--- src/hdl/cif_pkg.sv ---
// Package: register map, field layouts and types of the CAN flag and recovery block
package cif_pkg;

    localparam int ADDR_W = 8;

    localparam logic [ADDR_W-1:0] OFS_CTRL = 8'h00;
    localparam logic [ADDR_W-1:0] OFS_RFLAG = 8'h04;
    localparam logic [ADDR_W-1:0] OFS_TFLAG = 8'h08;
    localparam logic [ADDR_W-1:0] OFS_IEN = 8'h0c;
    localparam logic [ADDR_W-1:0] OFS_MISC = 8'h10;
    localparam logic [ADDR_W-1:0] OFS_STATUS = 8'h14;

    localparam logic [1:0] RESP_OKAY = 2'h0;
    localparam logic [1:0] RESP_SLVERR = 2'h2;

    localparam int NUM_TXBUF = 3;

    // Receive FIFO depth, frames waiting behind the foreground buffer
    localparam logic [2:0] RX_FIFO_DEPTH = 3'h5;

    // Bus state field encodings and error counter limits
    localparam logic [1:0] BS_OK = 2'h0;
    localparam logic [1:0] BS_WARN = 2'h1;
    localparam logic [1:0] BS_ERR = 2'h2;
    localparam logic [1:0] BS_OFF = 2'h3;
    localparam logic [8:0] WARN_LIMIT = 9'h060;
    localparam logic [8:0] PASSIVE_LIMIT = 9'h080;

    // Bus-off recovery: 128 runs of 11 recessive bits
    localparam int BIT_CNT_W = 4;
    localparam int SEQ_CNT_W = 8;
    localparam logic [BIT_CNT_W-1:0] RECESSIVE_RUN = 4'hb;
    localparam logic [SEQ_CNT_W-1:0] SEQ_COUNT = 8'h80;

    typedef struct packed {
        logic busoff_recovery_mode;
        logic wakeup_enable;
        logic sleep_request;
        logic init_request;
        logic module_enable_bit;
    } cif_ctrl_t;

    localparam cif_ctrl_t CTRL_RESET = 5'h02;

    typedef struct packed {
        logic wakeup_flag;
        logic status_change_flag;
        logic [1:0] rx_bus_state_field;
        logic [1:0] tx_bus_state_field;
        logic overrun_flag;
        logic rx_full_flag;
    } cif_rflag_t;

    typedef struct packed {
        logic [NUM_TXBUF-1:0] tx_empty_irq_enable;
        logic rx_full_irq_enable;
        logic overrun_irq_enable;
        logic status_change_irq_enable;
        logic wakeup_irq_enable;
    } cif_ien_t;

    typedef enum logic [2:0] {
        M_DISABLED,
        M_INIT,
        M_RUN,
        M_SLEEP,
        M_POWERDOWN
    } cif_mode_t;

endpackage : cif_pkg

--- src/hdl/cif_busoff_counter.sv ---
// Bus-off recovery counter: counts runs of consecutive recessive bits
module cif_busoff_counter import cif_pkg::*; (
    input wire logic aclk,
    input wire logic aresetn,
    input wire logic clear,
    input wire logic run,
    input wire logic bit_tick,
    input wire logic rx_recessive,
    output logic seq_done
);
    logic [BIT_CNT_W-1:0] bit_cnt;
    logic [BIT_CNT_W-1:0] next_bit_cnt;
    logic [SEQ_CNT_W-1:0] seq_cnt;
    logic [SEQ_CNT_W-1:0] next_seq_cnt;

    assign seq_done = (seq_cnt == SEQ_COUNT);

    always_comb begin
        next_bit_cnt = bit_cnt;
        next_seq_cnt = seq_cnt;
        if (clear) begin
            next_bit_cnt = '0;
            next_seq_cnt = '0;
        end else if (run && bit_tick && !seq_done) begin
            // A dominant bit restarts the current run only, finished runs stay counted
            if (!rx_recessive) begin
                next_bit_cnt = '0;
            end else if (bit_cnt == RECESSIVE_RUN - 4'h1) begin
                next_bit_cnt = '0;
                next_seq_cnt = seq_cnt + 8'h01;
            end else begin
                next_bit_cnt = bit_cnt + 4'h1;
            end
        end
    end

    always_ff @(posedge aclk) begin
        if (!aresetn) begin
            bit_cnt <= '0;
            seq_cnt <= '0;
        end else begin
            bit_cnt <= next_bit_cnt;
            seq_cnt <= next_seq_cnt;
        end
    end

endmodule : cif_busoff_counter

--- src/hdl/cif_flag_ctrl.sv ---
// CAN interrupt flags, acknowledge, mode handshakes and bus-off recovery, AXI4-Lite slave
// Notes on behaviour
// [RQ1] Empty transmit buffer sets its empty flag
// [RQ2] Received frame in foreground sets receive-full flag
// [RQ3] Next queued frame moved in sets it again
// [RQ4] Bus activity in sleep or power-down wakes
// [RQ5] Wake only after sleep, wake-up enabled, enabled
// [RQ6] Frame lost to full FIFO sets overrun
// [RQ7] Bus state change sets flag, reports states
// [RQ8] Interrupt stays high while its flags set
// [RQ9] Write one clears a flag, zero keeps
// [RQ10] Clear ignored while setting condition persists
// [RQ11] Handler clears only its own flag bits
// [RQ12] Start: enable, configure in init, leave init
// [RQ13] Reconfigure via sleep, then init handshake
// [RQ14] Default: leave bus-off after 128 recessive runs
// [RQ15] User mode also waits for hold clear
// [RQ16] Four maskable requests: wake, error, rx, tx
// [RQ17] Recessive run counting pauses during sleep
// [RQ18] Requests are registered OR of enabled flags
//
// Added by the designer: the AXI4-Lite slave port and the placing of the registers.
module cif_flag_ctrl import cif_pkg::*; (
    input wire logic aclk,
    input wire logic aresetn,
    input wire logic [ADDR_W-1:0] s_axi_awaddr,
    input wire logic s_axi_awvalid,
    output logic s_axi_awready,
    input wire logic [31:0] s_axi_wdata,
    input wire logic [3:0] s_axi_wstrb,
    input wire logic s_axi_wvalid,
    output logic s_axi_wready,
    output logic [1:0] s_axi_bresp,
    output logic s_axi_bvalid,
    input wire logic s_axi_bready,
    input wire logic [ADDR_W-1:0] s_axi_araddr,
    input wire logic s_axi_arvalid,
    output logic s_axi_arready,
    output logic [31:0] s_axi_rdata,
    output logic [1:0] s_axi_rresp,
    output logic s_axi_rvalid,
    input wire logic s_axi_rready,
    input wire logic can_rx_pin,
    input wire logic bit_tick,
    input wire logic [NUM_TXBUF-1:0] tx_done,
    input wire logic rx_frame_stored,
    input wire logic bus_idle,
    input wire logic power_down,
    input wire logic busoff,
    input wire logic [8:0] tx_err_cnt,
    input wire logic [8:0] rx_err_cnt,
    output logic [NUM_TXBUF-1:0] tx_scheduled,
    output logic rx_fg_load,
    output logic busoff_recover,
    output logic init_acknowledge,
    output logic sleep_acknowledge,
    output logic irq_wakeup,
    output logic irq_error,
    output logic irq_rx,
    output logic irq_tx
);
    function automatic logic addr_known(input logic [ADDR_W-1:0] a);
        return a == OFS_CTRL || a == OFS_RFLAG || a == OFS_TFLAG || a == OFS_IEN
            || a == OFS_MISC || a == OFS_STATUS;
    endfunction : addr_known

    function automatic logic [1:0] bus_state(input logic [8:0] cnt);
        if (cnt >= PASSIVE_LIMIT) begin
            return BS_ERR;
        end else if (cnt >= WARN_LIMIT) begin
            return BS_WARN;
        end
        return BS_OK;
    endfunction : bus_state

    function automatic logic is_dormant(input cif_mode_t m);
        return m == M_SLEEP || m == M_POWERDOWN;
    endfunction : is_dormant

    // Bus slave state
    logic [ADDR_W-1:0] aw_addr, next_aw_addr;
    logic aw_held, next_aw_held;
    logic [31:0] w_data, next_w_data;
    logic w_lane0, next_w_lane0;
    logic w_held, next_w_held;
    logic [1:0] next_bresp, next_rresp;
    logic next_bvalid, next_rvalid, next_awready, next_wready, next_arready;
    logic [31:0] next_rdata;

    // Core state
    cif_ctrl_t ctrl, next_ctrl;
    cif_ien_t ien, next_ien;
    cif_rflag_t rflag, next_rflag;
    cif_mode_t mode, next_mode;
    logic [NUM_TXBUF-1:0] txe, next_txe;
    logic [2:0] q_cnt, next_q_cnt;
    logic hold, next_hold, busoff_prev, slept_pd, next_slept_pd;
    logic rx_s1, rx_s2, rx_s3, rx_level, next_rx_level;
    logic next_fg_load, next_recover;
    logic next_irq_wakeup, next_irq_error, next_irq_rx, next_irq_tx;
    logic seq_done, cnt_run, cnt_clear;

    logic wr_fire, wr_ctrl, wr_rflag, wr_tflag, wr_misc;
    logic [1:0] tx_bus_state_field_new, rx_bus_state_field_new;
    logic rxf_set, ovr_set, csc_set, wake_set, activity, fg_move, sleep_ok;
    logic [7:0] clr;

    cif_busoff_counter cif_busoff_counter_i (
        .aclk(aclk),
        .aresetn(aresetn),
        .clear(cnt_clear),
        .run(cnt_run),
        .bit_tick(bit_tick),
        .rx_recessive(rx_level),
        .seq_done(seq_done)
    );

    assign wr_fire = aw_held && w_held && !s_axi_bvalid;
    assign wr_ctrl = wr_fire && w_lane0 && aw_addr == OFS_CTRL;
    assign wr_rflag = wr_fire && w_lane0 && aw_addr == OFS_RFLAG;
    assign wr_tflag = wr_fire && w_lane0 && aw_addr == OFS_TFLAG;
    assign wr_misc = wr_fire && w_lane0 && aw_addr == OFS_MISC;
    assign clr = w_data[7:0];

    // Pin level changes only once the second and third stages agree
    assign next_rx_level = (rx_s2 == rx_s3) ? rx_s3 : rx_level;
    assign activity = ctrl.wakeup_enable && !rx_level;

    assign cnt_run = busoff && !is_dormant(mode); // RQ17
    assign cnt_clear = !busoff || busoff_recover;

    always_comb begin
        next_aw_addr = aw_addr;
        next_aw_held = aw_held;
        next_w_data = w_data;
        next_w_lane0 = w_lane0;
        next_w_held = w_held;
        next_bresp = s_axi_bresp;
        next_bvalid = s_axi_bvalid;
        next_rvalid = s_axi_rvalid;
        next_rresp = s_axi_rresp;
        next_rdata = s_axi_rdata;
        if (s_axi_awvalid && s_axi_awready) begin
            next_aw_addr = s_axi_awaddr;
            next_aw_held = 1'b1;
        end
        if (s_axi_wvalid && s_axi_wready) begin
            next_w_data = s_axi_wdata;
            next_w_lane0 = s_axi_wstrb[0];
            next_w_held = 1'b1;
        end
        if (wr_fire) begin
            next_aw_held = 1'b0;
            next_w_held = 1'b0;
            next_bvalid = 1'b1;
            next_bresp = addr_known(aw_addr) ? RESP_OKAY : RESP_SLVERR;
        end else if (s_axi_bvalid && s_axi_bready) begin
            next_bvalid = 1'b0;
        end
        if (s_axi_arvalid && s_axi_arready) begin
            next_rvalid = 1'b1;
            next_rresp = addr_known(s_axi_araddr) ? RESP_OKAY : RESP_SLVERR;
            case (s_axi_araddr)
                OFS_CTRL: next_rdata = {27'h0, ctrl};
                OFS_RFLAG: next_rdata = {24'h0, rflag};
                OFS_TFLAG: next_rdata = {29'h0, txe};
                OFS_IEN: next_rdata = {25'h0, ien};
                OFS_MISC: next_rdata = {31'h0, hold};
                OFS_STATUS: next_rdata = {29'h0, busoff, sleep_acknowledge, init_acknowledge};
                default: next_rdata = 32'h0;
            endcase
        end else if (s_axi_rvalid && s_axi_rready) begin
            next_rvalid = 1'b0;
        end
        next_awready = !next_aw_held && !next_bvalid;
        next_wready = !next_w_held && !next_bvalid;
        next_arready = !next_rvalid;
    end

    always_ff @(posedge aclk) begin
        if (!aresetn) begin
            aw_addr <= '0;
            aw_held <= 1'b0;
            w_data <= 32'h0;
            w_lane0 <= 1'b0;
            w_held <= 1'b0;
            s_axi_awready <= 1'b0;
            s_axi_wready <= 1'b0;
            s_axi_arready <= 1'b0;
            s_axi_bvalid <= 1'b0;
            s_axi_bresp <= RESP_OKAY;
            s_axi_rvalid <= 1'b0;
            s_axi_rresp <= RESP_OKAY;
            s_axi_rdata <= 32'h0;
        end else begin
            aw_addr <= next_aw_addr;
            aw_held <= next_aw_held;
            w_data <= next_w_data;
            w_lane0 <= next_w_lane0;
            w_held <= next_w_held;
            s_axi_awready <= next_awready;
            s_axi_wready <= next_wready;
            s_axi_arready <= next_arready;
            s_axi_bvalid <= next_bvalid;
            s_axi_bresp <= next_bresp;
            s_axi_rvalid <= next_rvalid;
            s_axi_rresp <= next_rresp;
            s_axi_rdata <= next_rdata;
        end
    end

    always_comb begin
        tx_bus_state_field_new = busoff ? BS_OFF : bus_state(tx_err_cnt); // RQ7
        rx_bus_state_field_new = bus_state(rx_err_cnt); // RQ7
        csc_set = tx_bus_state_field_new != rflag.tx_bus_state_field || rx_bus_state_field_new != rflag.rx_bus_state_field;
        ovr_set = rx_frame_stored && q_cnt == RX_FIFO_DEPTH; // RQ6
        // No new frame enters the foreground while asleep
        fg_move = !is_dormant(mode) && !rflag.rx_full_flag
            && (q_cnt != 3'h0 || rx_frame_stored); // RQ2 RQ3
        rxf_set = fg_move;
        sleep_ok = &txe && bus_idle;
        wake_set = 1'b0;
        next_ctrl = ctrl;
        next_ien = ien;
        next_mode = mode;
        next_slept_pd = slept_pd;
        next_q_cnt = q_cnt;
        if (wr_ctrl) begin
            next_ctrl = cif_ctrl_t'(w_data[4:0]);
            // Sleep request cannot be withdrawn before sleep has been reached
            if (ctrl.sleep_request && mode != M_SLEEP) begin
                next_ctrl.sleep_request = 1'b1;
            end
        end
        if (wr_fire && w_lane0 && aw_addr == OFS_IEN) begin
            next_ien = cif_ien_t'(w_data[6:0]); // RQ16
        end
        case (mode)
            M_DISABLED: begin
                if (ctrl.module_enable_bit) begin
                    next_mode = ctrl.init_request ? M_INIT : M_RUN; // RQ12
                end
            end
            M_INIT: begin
                if (!ctrl.init_request) begin
                    next_mode = M_RUN; // RQ12
                end
            end
            M_RUN: begin
                if (power_down) begin
                    next_mode = M_POWERDOWN;
                    next_slept_pd = 1'b0;
                end else if (ctrl.init_request) begin
                    next_mode = M_INIT;
                end else if (ctrl.sleep_request && sleep_ok) begin
                    next_mode = M_SLEEP; // RQ13
                end
            end
            M_SLEEP: begin
                if (power_down) begin
                    next_mode = M_POWERDOWN;
                    next_slept_pd = 1'b1; // RQ5
                end else if (ctrl.init_request) begin
                    next_mode = M_INIT; // RQ13
                end else if (activity) begin
                    wake_set = 1'b1; // RQ4
                    next_mode = M_RUN;
                    next_ctrl.sleep_request = 1'b0;
                end else if (!ctrl.sleep_request) begin
                    next_mode = M_RUN;
                end
            end
            M_POWERDOWN: begin
                if (slept_pd && activity) begin
                    wake_set = 1'b1; // RQ4 RQ5
                    next_mode = M_RUN;
                    next_ctrl.sleep_request = 1'b0;
                end else if (!power_down) begin
                    next_mode = slept_pd ? M_SLEEP : M_RUN;
                end
            end
            default: next_mode = M_DISABLED;
        endcase
        if (!ctrl.module_enable_bit) begin
            next_mode = M_DISABLED;
        end
        next_q_cnt = q_cnt + ((rx_frame_stored && !ovr_set) ? 3'h1 : 3'h0)
            - (fg_move ? 3'h1 : 3'h0);
        // Set wins over a simultaneous write-one clear
        next_rflag = rflag;
        next_rflag.tx_bus_state_field = tx_bus_state_field_new;
        next_rflag.rx_bus_state_field = rx_bus_state_field_new;
        next_rflag.rx_full_flag = rxf_set
            || (rflag.rx_full_flag && !(wr_rflag && clr[0])); // RQ9 RQ10
        next_rflag.overrun_flag = ovr_set
            || (rflag.overrun_flag && !(wr_rflag && clr[1])); // RQ6 RQ9 RQ10
        next_rflag.status_change_flag = csc_set
            || (rflag.status_change_flag && !(wr_rflag && clr[6])); // RQ7 RQ10
        next_rflag.wakeup_flag = wake_set
            || (rflag.wakeup_flag && !(wr_rflag && clr[7] && !activity)); // RQ10
        next_txe = tx_done | (txe & ~({NUM_TXBUF{wr_tflag}} & clr[2:0])); // RQ1 RQ9 RQ10
        next_hold = (busoff && !busoff_prev && ctrl.busoff_recovery_mode)
            || (hold && !(wr_misc && clr[0])); // RQ15
        next_recover = busoff && seq_done && !busoff_recover
            && (!ctrl.busoff_recovery_mode || !hold); // RQ14 RQ15
        next_fg_load = fg_move;
        next_irq_rx = next_rflag.rx_full_flag && ien.rx_full_irq_enable; // RQ8 RQ18
        next_irq_error = (next_rflag.overrun_flag && ien.overrun_irq_enable)
            || (next_rflag.status_change_flag && ien.status_change_irq_enable); // RQ8 RQ18
        next_irq_wakeup = next_rflag.wakeup_flag && ien.wakeup_irq_enable; // RQ8 RQ16
        next_irq_tx = |(next_txe & ien.tx_empty_irq_enable); // RQ8 RQ18
    end

    always_ff @(posedge aclk) begin
        if (!aresetn) begin
            ctrl <= CTRL_RESET;
            ien <= '0;
            rflag <= '0;
            mode <= M_DISABLED;
            slept_pd <= 1'b0;
            q_cnt <= 3'h0;
            txe <= {NUM_TXBUF{1'b1}};
            hold <= 1'b0;
            busoff_prev <= 1'b0;
            {rx_s1, rx_s2, rx_s3, rx_level} <= 4'hf;
            tx_scheduled <= '0;
            rx_fg_load <= 1'b0;
            busoff_recover <= 1'b0;
            init_acknowledge <= 1'b0;
            sleep_acknowledge <= 1'b0;
            {irq_wakeup, irq_error, irq_rx, irq_tx} <= 4'h0;
        end else begin
            ctrl <= next_ctrl;
            ien <= next_ien;
            rflag <= next_rflag;
            mode <= next_mode;
            slept_pd <= next_slept_pd;
            q_cnt <= next_q_cnt;
            txe <= next_txe;
            hold <= next_hold;
            busoff_prev <= busoff;
            rx_s1 <= can_rx_pin;
            rx_s2 <= rx_s1;
            rx_s3 <= rx_s2;
            rx_level <= next_rx_level;
            tx_scheduled <= ~next_txe;
            rx_fg_load <= next_fg_load;
            busoff_recover <= next_recover;
            init_acknowledge <= next_mode == M_INIT;
            sleep_acknowledge <= next_mode == M_SLEEP;
            irq_wakeup <= next_irq_wakeup;
            irq_error <= next_irq_error;
            irq_rx <= next_irq_rx;
            irq_tx <= next_irq_tx;
        end
    end

    a_tx_empty_set: assert property (@(posedge aclk) disable iff (!aresetn) // RQ1
        (|tx_done) |=> ((txe & $past(tx_done)) == $past(tx_done)))
        else $error("transmit empty flag not set after buffer done");
    a_rx_full_set: assert property (@(posedge aclk) disable iff (!aresetn) // RQ2
        rx_frame_stored && !rflag.rx_full_flag && mode == M_RUN
        |=> rflag.rx_full_flag ##1 irq_rx || !ien.rx_full_irq_enable)
        else $error("receive full flag or request missing after frame");
    a_rx_refill: assert property (@(posedge aclk) disable iff (!aresetn) // RQ3
        !rflag.rx_full_flag && q_cnt != 3'h0 && mode == M_RUN |=> rflag.rx_full_flag
        && q_cnt == $past(q_cnt) - 3'h1
        + (($past(rx_frame_stored) && !$past(ovr_set)) ? 3'h1 : 3'h0))
        else $error("queued frame not moved into foreground");
    a_overrun_set: assert property (@(posedge aclk) disable iff (!aresetn) // RQ6
        rx_frame_stored && q_cnt == RX_FIFO_DEPTH |=> rflag.overrun_flag && q_cnt <= RX_FIFO_DEPTH)
        else $error("overrun not flagged on full receive queue");
    a_state_change: assert property (@(posedge aclk) disable iff (!aresetn) // RQ7
        busoff && rflag.tx_bus_state_field != BS_OFF
        |=> rflag.status_change_flag && rflag.tx_bus_state_field == BS_OFF)
        else $error("bus-off entry not reported");
    a_err_request: assert property (@(posedge aclk) disable iff (!aresetn) // RQ8
        rflag.overrun_flag && ien.overrun_irq_enable && !(wr_rflag && clr[1]) |=> irq_error)
        else $error("error request dropped while flag set");
    a_clear_blocked: assert property (@(posedge aclk) disable iff (!aresetn) // RQ10
        wr_rflag && clr[1] && ovr_set |=> rflag.overrun_flag)
        else $error("overrun clear won over a new overrun");
    a_zero_keeps: assert property (@(posedge aclk) disable iff (!aresetn) // RQ9
        wr_rflag && !clr[0] && rflag.rx_full_flag |=> rflag.rx_full_flag)
        else $error("writing zero cleared receive full flag");
    a_wake_gate: assert property (@(posedge aclk) disable iff (!aresetn) // RQ5
        !rflag.wakeup_flag ##1 rflag.wakeup_flag
        |-> $past(ctrl.wakeup_enable) && ($past(mode) == M_SLEEP || $past(slept_pd)))
        else $error("wake-up flagged without sleep and enable");
    a_auto_recover: assert property (@(posedge aclk) disable iff (!aresetn) // RQ14
        busoff && seq_done && !ctrl.busoff_recovery_mode && !busoff_recover
        |=> busoff_recover ##1 !busoff_recover)
        else $error("automatic bus-off recovery missing");
    a_hold_blocks: assert property (@(posedge aclk) disable iff (!aresetn) // RQ15
        $rose(busoff_recover) |-> !$past(ctrl.busoff_recovery_mode) || !$past(hold))
        else $error("recovery started while hold set");

endmodule : cif_flag_ctrl

--- config.mk ---
export PLATFORM = sky130hd
export DESIGN_NAME = cif_flag_ctrl
export DESIGN_NICKNAME = d
export VERILOG_FILES = /design/src/hdl/cif_pkg.sv /design/src/hdl/cif_busoff_counter.sv /design/src/hdl/cif_flag_ctrl.sv
export SDC_FILE = /design/constraint.sdc
export NUM_CORES = 1
export LEC_CHECK = 0
export ABC_AREA = 1
export BUFFER_PORTS_ARGS = -buffer_cell sky130_fd_sc_hd__buf_2
export CAP_MARGIN = 20
export CELL_PAD_IN_SITES_DETAIL_PLACEMENT = 1
export CELL_PAD_IN_SITES_GLOBAL_PLACEMENT = 1
export CORE_MARGIN = 2
export CORE_UTILIZATION = 38
export CTS_CLUSTER_SIZE = 20
export DETAILED_ROUTE_END_ITERATION = 16
export PLACE_DENSITY = 0.93
export SYNTH_ARGS = -nofsm -noshare
export SYNTH_HDL_FRONTEND = slang
export SYNTH_SLANG_ARGS = --single-unit
--- constraint.sdc ---
create_clock -name aclk -period 3.35 [get_ports aclk]
set_input_delay 0.67 -clock aclk [delete_from_list [all_inputs] [get_ports aclk]]
set_output_delay 0.67 -clock aclk [all_outputs]
set_load 0.005 [all_outputs]
-- Word-level counts from Yosys, hierarchy flattened
Cells that the tools add are included.
- add/sub/neg operators: 4
- $lt $le $gt $ge: 4
- eq/ne operators: 25
- mux-type cells: 55
- bitwise operators: 7
- reductions and logical operators: 99
- operators with widths (operator ; count):
    $pmux 8 s6 ; 1
    $logic_and 1x1->1 ; 47
    $mux 3 ; 12
    $eq 8x4->1 const B ; 4
    $eq 8x5->1 const B ; 4
    $mux 1 ; 26
    $logic_not 1->1 ; 21
    $logic_or 1x1->1 ; 21
    $mux 2 ; 10
    $ge 9x7->1 const B ; 2
    $ge 9x8->1 const B ; 2
    $eq 8x3->1 const B ; 2
    $logic_not 8->1 ; 2
    $pmux 3 s5 ; 1
    $and 3x3->3 ; 3
    $eq 3x2->1 const B ; 3
    $reduce_and 3->1 ; 3
    $add 8x1->8 const B ; 1
    $eq 8x8->1 const B ; 1
    $mux 4 ; 2
    $eq 3x1->1 const B ; 2
    $eq 3x3->1 const B ; 2
    $not 3->3 ; 2
    $pmux 1 s2 ; 3
    15 further kinds ; 17
- bits in registers: 119
- input port bits: 86
- output and inout bits: 52

-- Logic depth before layout (Yosys ltp)
- word-level depth: 10
- gate-level depth with buffers: 14
- depth with buffers taken out: 14

-- Cells and area by module
A second synthesis with hierarchy kept.
- cell total of the unflattened synthesis: 616
- area, all modules: 4401.7 µm²
- modules (own cells, without submodules) (module ; times used ; cells an instance ; area an instance (µm²)):
    cif_flag_ctrl ; 1 ; 493 ; 3590.9
    cif_busoff_counter ; 1 ; 123 ; 810.8

-- Worst setup path before layout
Ideal clock, no wire load.
- path kind: input-to-reg
- start point: input rx_frame_stored
- end point: register q_cnt[2]
- library setup time: 0.119 ns
- arrival: 2.001 ns
- slack: 1.229 ns
- stages: 11
- buffers on the path: 0
- cell sequence: inv_1 > nand4_1 > nand3_1 > inv_1 > ha_1 > inv_1 > ha_1 > inv_1 > fa_1 > o21ai_0 > a21oi_1
- elaborated cells on any way between the ends: 9
- those cells by class: 2 x add/sub; 2 x mux; 5 x reduce/logical
- RTL lines (item ; line ; text):
    start, declared ; cif_flag_ctrl.sv:46 ; input wire logic rx_frame_stored,
    $logic_or 1x1->1 ; cif_flag_ctrl.sv:219 ; && (q_cnt != 3'h0 || rx_frame_stored);
    $logic_and 1x1->1 ; cif_flag_ctrl.sv:219 ;
    named net fg_move ; cif_flag_ctrl.sv:105 ; logic rxf_set, ovr_set, csc_set, wake_set, activity, fg_move, sleep_ok;
    $mux 1 ; cif_flag_ctrl.sv:288 ; - (fg_move ? 3'h1 : 3'h0);
    $sub 3x1->3 ; cif_flag_ctrl.sv:288 ;
    end signal, assigned ; cif_flag_ctrl.sv:338 ; q_cnt <= next_q_cnt;
    end, declared ; cif_flag_ctrl.sv:96 ; logic [2:0] q_cnt, next_q_cnt;
The timed path passes the listed nets, and every way through them passes these cells.
A chain may end at the register's enable or synchronous reset.

-- Worst setup path after layout
- start point: register mode[1]
- end point: register q_cnt[2]
- longest elaborated chain between the ends: 7
- elaborated cells on any way between the ends: 8
- those cells by class: 1 x add/sub; 2 x eq/ne; 1 x mux; 4 x reduce/logical
- RTL lines (item ; line ; text):
    start, declared ; cif_flag_ctrl.sv:94 ; cif_mode_t mode, next_mode;
    start signal, assigned ; cif_flag_ctrl.sv:336 ; mode <= next_mode;
    $eq 3x2->1 / $eq 3x3->1 (equally long branches) ; cif_flag_ctrl.sv:77 ; return m == M_SLEEP || m == M_POWERDOWN;
    $logic_or 1x1->1 (*) ; cif_flag_ctrl.sv:77 ;
    $logic_not 1->1 (*) ; cif_flag_ctrl.sv:218 ; fg_move = !is_dormant(mode) && !rflag.rx_full_flag
    $logic_and 1x1->1 (*) ; cif_flag_ctrl.sv:218 ;
    $logic_and 1x1->1 (*) ; cif_flag_ctrl.sv:219 ;
    named net fg_move ; cif_flag_ctrl.sv:105 ;
    $mux 1 (*) ; cif_flag_ctrl.sv:288 ;
    $sub 3x1->3 (*) ; cif_flag_ctrl.sv:288 ;
Mark *: on every way through the listed nets, which the timed path passes. The rest lies on a longest branch.

==> results_dict.tcl <==
set metrics [dict create \
    critPathRequiredTime_ns 3.60 \
    root_buffer "clkbuf_8" \
    drv_slew 0 \
    maxCapViolCount 0 \
    r2r_cells 14 \
    vdd_ir_drop_max_v 0.0002167 \
    path_class "reg -> reg" \
    rsz0062_at_grt "no" \
    critPathMaxFanout 5 \
    dp.cells 784 \
    max_freq_ghz 0.4203 \
    synthToLayoutAreaGrowth_pct 15.53 \
    hold_end "rx_s2$_SDFF_PN1_" \
    synth-seq-cells 93 \
    fp.coreArea_mm2 0.01084 \
    die_area_mm2 0.01197 \
    p_per_area_mw_per_mm2 500.9 \
    fp.dieH_um 109.4 \
    cts_resized 0 \
    grt-ovfl-total 0 \
    grt_util_all_layers_pct 19.68 \
    hold_depth 1 \
    setup_viol 0 \
    start_kind "flip-flop" \
    cts_buffers 9 \
    reg2reg_setup_slack_ns 0.97 \
    fill_cells 1412 \
    drt_iter0_drc 166 \
    hold_class "reg -> reg" \
    drcViolationCount 0 \
    via_per_inst 4.930 \
    synth_cells 583 \
    tightestPinTransition_ns 1.073 \
    grt_pass1_wl_um 18370 \
    numClockSinks 93 \
    post-dp-hpwl_um 8809 \
    finalCriticalPeriod_ns 2.379 \
    setup_tns_ns 0 \
    fp.dieW_um 109.4 \
    synth_cell_type_count 33 \
    post-route-period-util_pct 71.02 \
    start_util_pct 38.95 \
    nets 748 \
    rows 38 \
    grt_antenna_before_repair 0 \
    cts_max_level 3 \
    yosysSeqAreaShare_pct 44.09 \
    ys_async_sr_fraction_pct 0 \
    mappedNetlistArea_mm2 0.004223 \
    ys_warn_count 0 \
    synth_edf_count 0 \
    insertion_delay_ns 0.36 \
    synth_flop_cell "dfxtp_1" \
    fin_cells 799 \
    end_kind "flip-flop" \
    drive_gt1_share_pct 15.78 \
    hold_viol 0 \
    avgSynthCellArea_um2 7.243 \
    slew_headroom_pct 28.37 \
    setup_slack_ns 0.9708 \
    worstReg2RegStart "mode[1]$_SDFF_PN0_" \
    cts_setup_buffers 0 \
    vias 3939 \
    grt_pass1_vias 3995 \
    postRouteAntennaNets 0 \
    wire_per_inst_um 14.34 \
    finalClockSkew_ns 0.01347 \
    ios 138 \
    worst_r2r_endpoint "q_cnt[2]$_SDFF_PN0_" \
    grt_max_degree 33 \
    arrival_ns 2.63 \
    seq_area_mm2 0.001862 \
    cts_hold_buf 0 \
    portBuffers 74 \
    path_clk_slew_ns 0.09 \
    diodes 0 \
    place_congestion 0.8401 \
    cts_buffer_depth 2 \
    cts_tree "done" \
    outcome "complete, no violations" \
    multi_input_area_mm2 0.001936 \
    p_leak_nw 2.211 \
    preCtsSetupSlack_ns 0.9458 \
    first_pass_iters 4 \
    wl_um 11460 \
    hold_start "rx_s1$_SDFF_PN1_" \
]
[cells in the mapped netlist, types with 2 or more instances]
master    instances  area [um^2]
a21oi_1          47        235.2
a31oi_1           3        18.77
and2_1            2        12.51
buf_4            26        195.2
clkbuf_1         11        41.29
dfxtp_1          93         1862
ha_1              6        75.07
inv_1            69        259.0
nand2_1         101        379.1
nand2_2           2        12.51
nand3_1          49        245.2
nand3_2           2        20.02
nand3b_1          2        15.01
nand4_1           4        25.02
nor2_1           80        300.3
nor2_2            3        18.77
nor2_4            2        22.52
nor3_1            7        35.03
o211ai_1          3        22.52
o21ai_0          49        245.2
or2_2             3        18.77
xnor2_1           6        52.55
xor2_1            3        26.28
[routing by layer]
layer | global-route usage [%] | wire (um) | share of wire (%)
met1 | 23.98 | 5150 | 45
met2 | 34.08 | 5579 | 49
met3 | 4.209 | 491 | 4.3
met4 | 7.143 | 236 | 2.1
met5 | 0 | 0 | 0
[cell usage in the layout (no fill, tap or decap), types with 6 or more instances in the layout]
master / instances
a21oi_1: 47
inv_1: 69
buf_2: 74
xnor2_1: 6
nand3_1: 49
o21ai_0: 49
dfxtp_1: 93
ha_1: 6
nand2_1: 101
conb_1: 26
nor2_1: 80
clkbuf_8: 10
nor3_1: 7
[where the power goes]
group	total, mW	leakage [nW]	switching [mW]	internal, mW
clock	0.981	0.130	0.393	0.588
sequential	1.19	0.758	0.0368	1.16
combinational	0.267	1.32	0.170	0.0969
[through the flow]
stage | instance area (um^2) | total power [mW] | hold slack (ns) | util (%)
detailed placement | 4617 | 1.487 | 0.4013 | 42.59
finish | 4878 | 2.444 | 0.4203 | 45.00
CTS | 4878 | 2.465 | 0.4248 | 45.00
floorplan | 4317 | 1.407 | 0.3925 | -
global placement | 4617 | 1.462 | 0.3969 | 42.59
global route | 4878 | 2.553 | 0.4503 | 45.00
[logic make-up (layout without fill, tap and decap cells)]
logic type | count (synthesis) | after routing | synth area share [%]
adders and majority gates | 7 | 7 | 2.252
other | 1 | 26 | 0.08880
xor gates and xnor gates | 9 | 9 | 1.867
DFF | 93 | 93 | 44.09
AOI/OAI and AO/OA | 104 | 104 | 12.74
and+or+nand+nor | 259 | 259 | 26.67
buffers and inverters | 110 | 161 | 12.30
[registers in the layout (all words and copies together) (netlist names), 4 cells and up]
signal / count
w_data: 8
cif_busoff_counter_i.bit_cnt: 4
aw_addr: 8
cif_busoff_counter_i.seq_cnt: 8
rflag: 8
s_axi_rdata: 8
ien: 7
ctrl: 5
[worst max path at each step]
stage / from / end / slack [ns] / cells past startpoint
6_report: mode[1]$_SDFF_PN0_ / q_cnt[2]$_SDFF_PN0_ / 0.97 / 14
5_1_grt: mode[1]$_SDFF_PN0_ / q_cnt[2]$_SDFF_PN0_ / 0.80 / 14
4_1_cts: mode[1]$_SDFF_PN0_ / q_cnt[2]$_SDFF_PN0_ / 0.97 / 14
3_5_place_dp: rx_frame_stored / q_cnt[2]$_SDFF_PN0_ / 0.95 / 12
3_3_place_gp: rx_frame_stored / q_cnt[2]$_SDFF_PN0_ / 1.02 / 12
2_1_floorplan: rx_frame_stored / q_cnt[2]$_SDFF_PN0_ / 1.23 / 11
[critical path: stages, from the launching register on]
cell and delay (ns):
dfxtp_1 0.37, inv_1 0.07, nor2_2 0.19, nand2_1 0.16, nand2_2 0.09, inv_2 0.06
nand3_1 0.12, inv_1 0.06, ha_1 0.28, inv_1 0.06, ha_1 0.14, inv_1 0.05
fa_1 0.38, o21ai_0 0.17, a21oi_1 0.05
[cell type report]
type	count	area share, %
Multi-Input combinational cell	405	39.68
Sequential cell	93	38.16
Timing Repair Buffer	75	7.746
Inverter	71	5.463
Tap cell	140	3.591
Clock buffer	11	2.898
Clock inverter	4	2.462
Note: power is estimated with default switching activity, not from simulation.
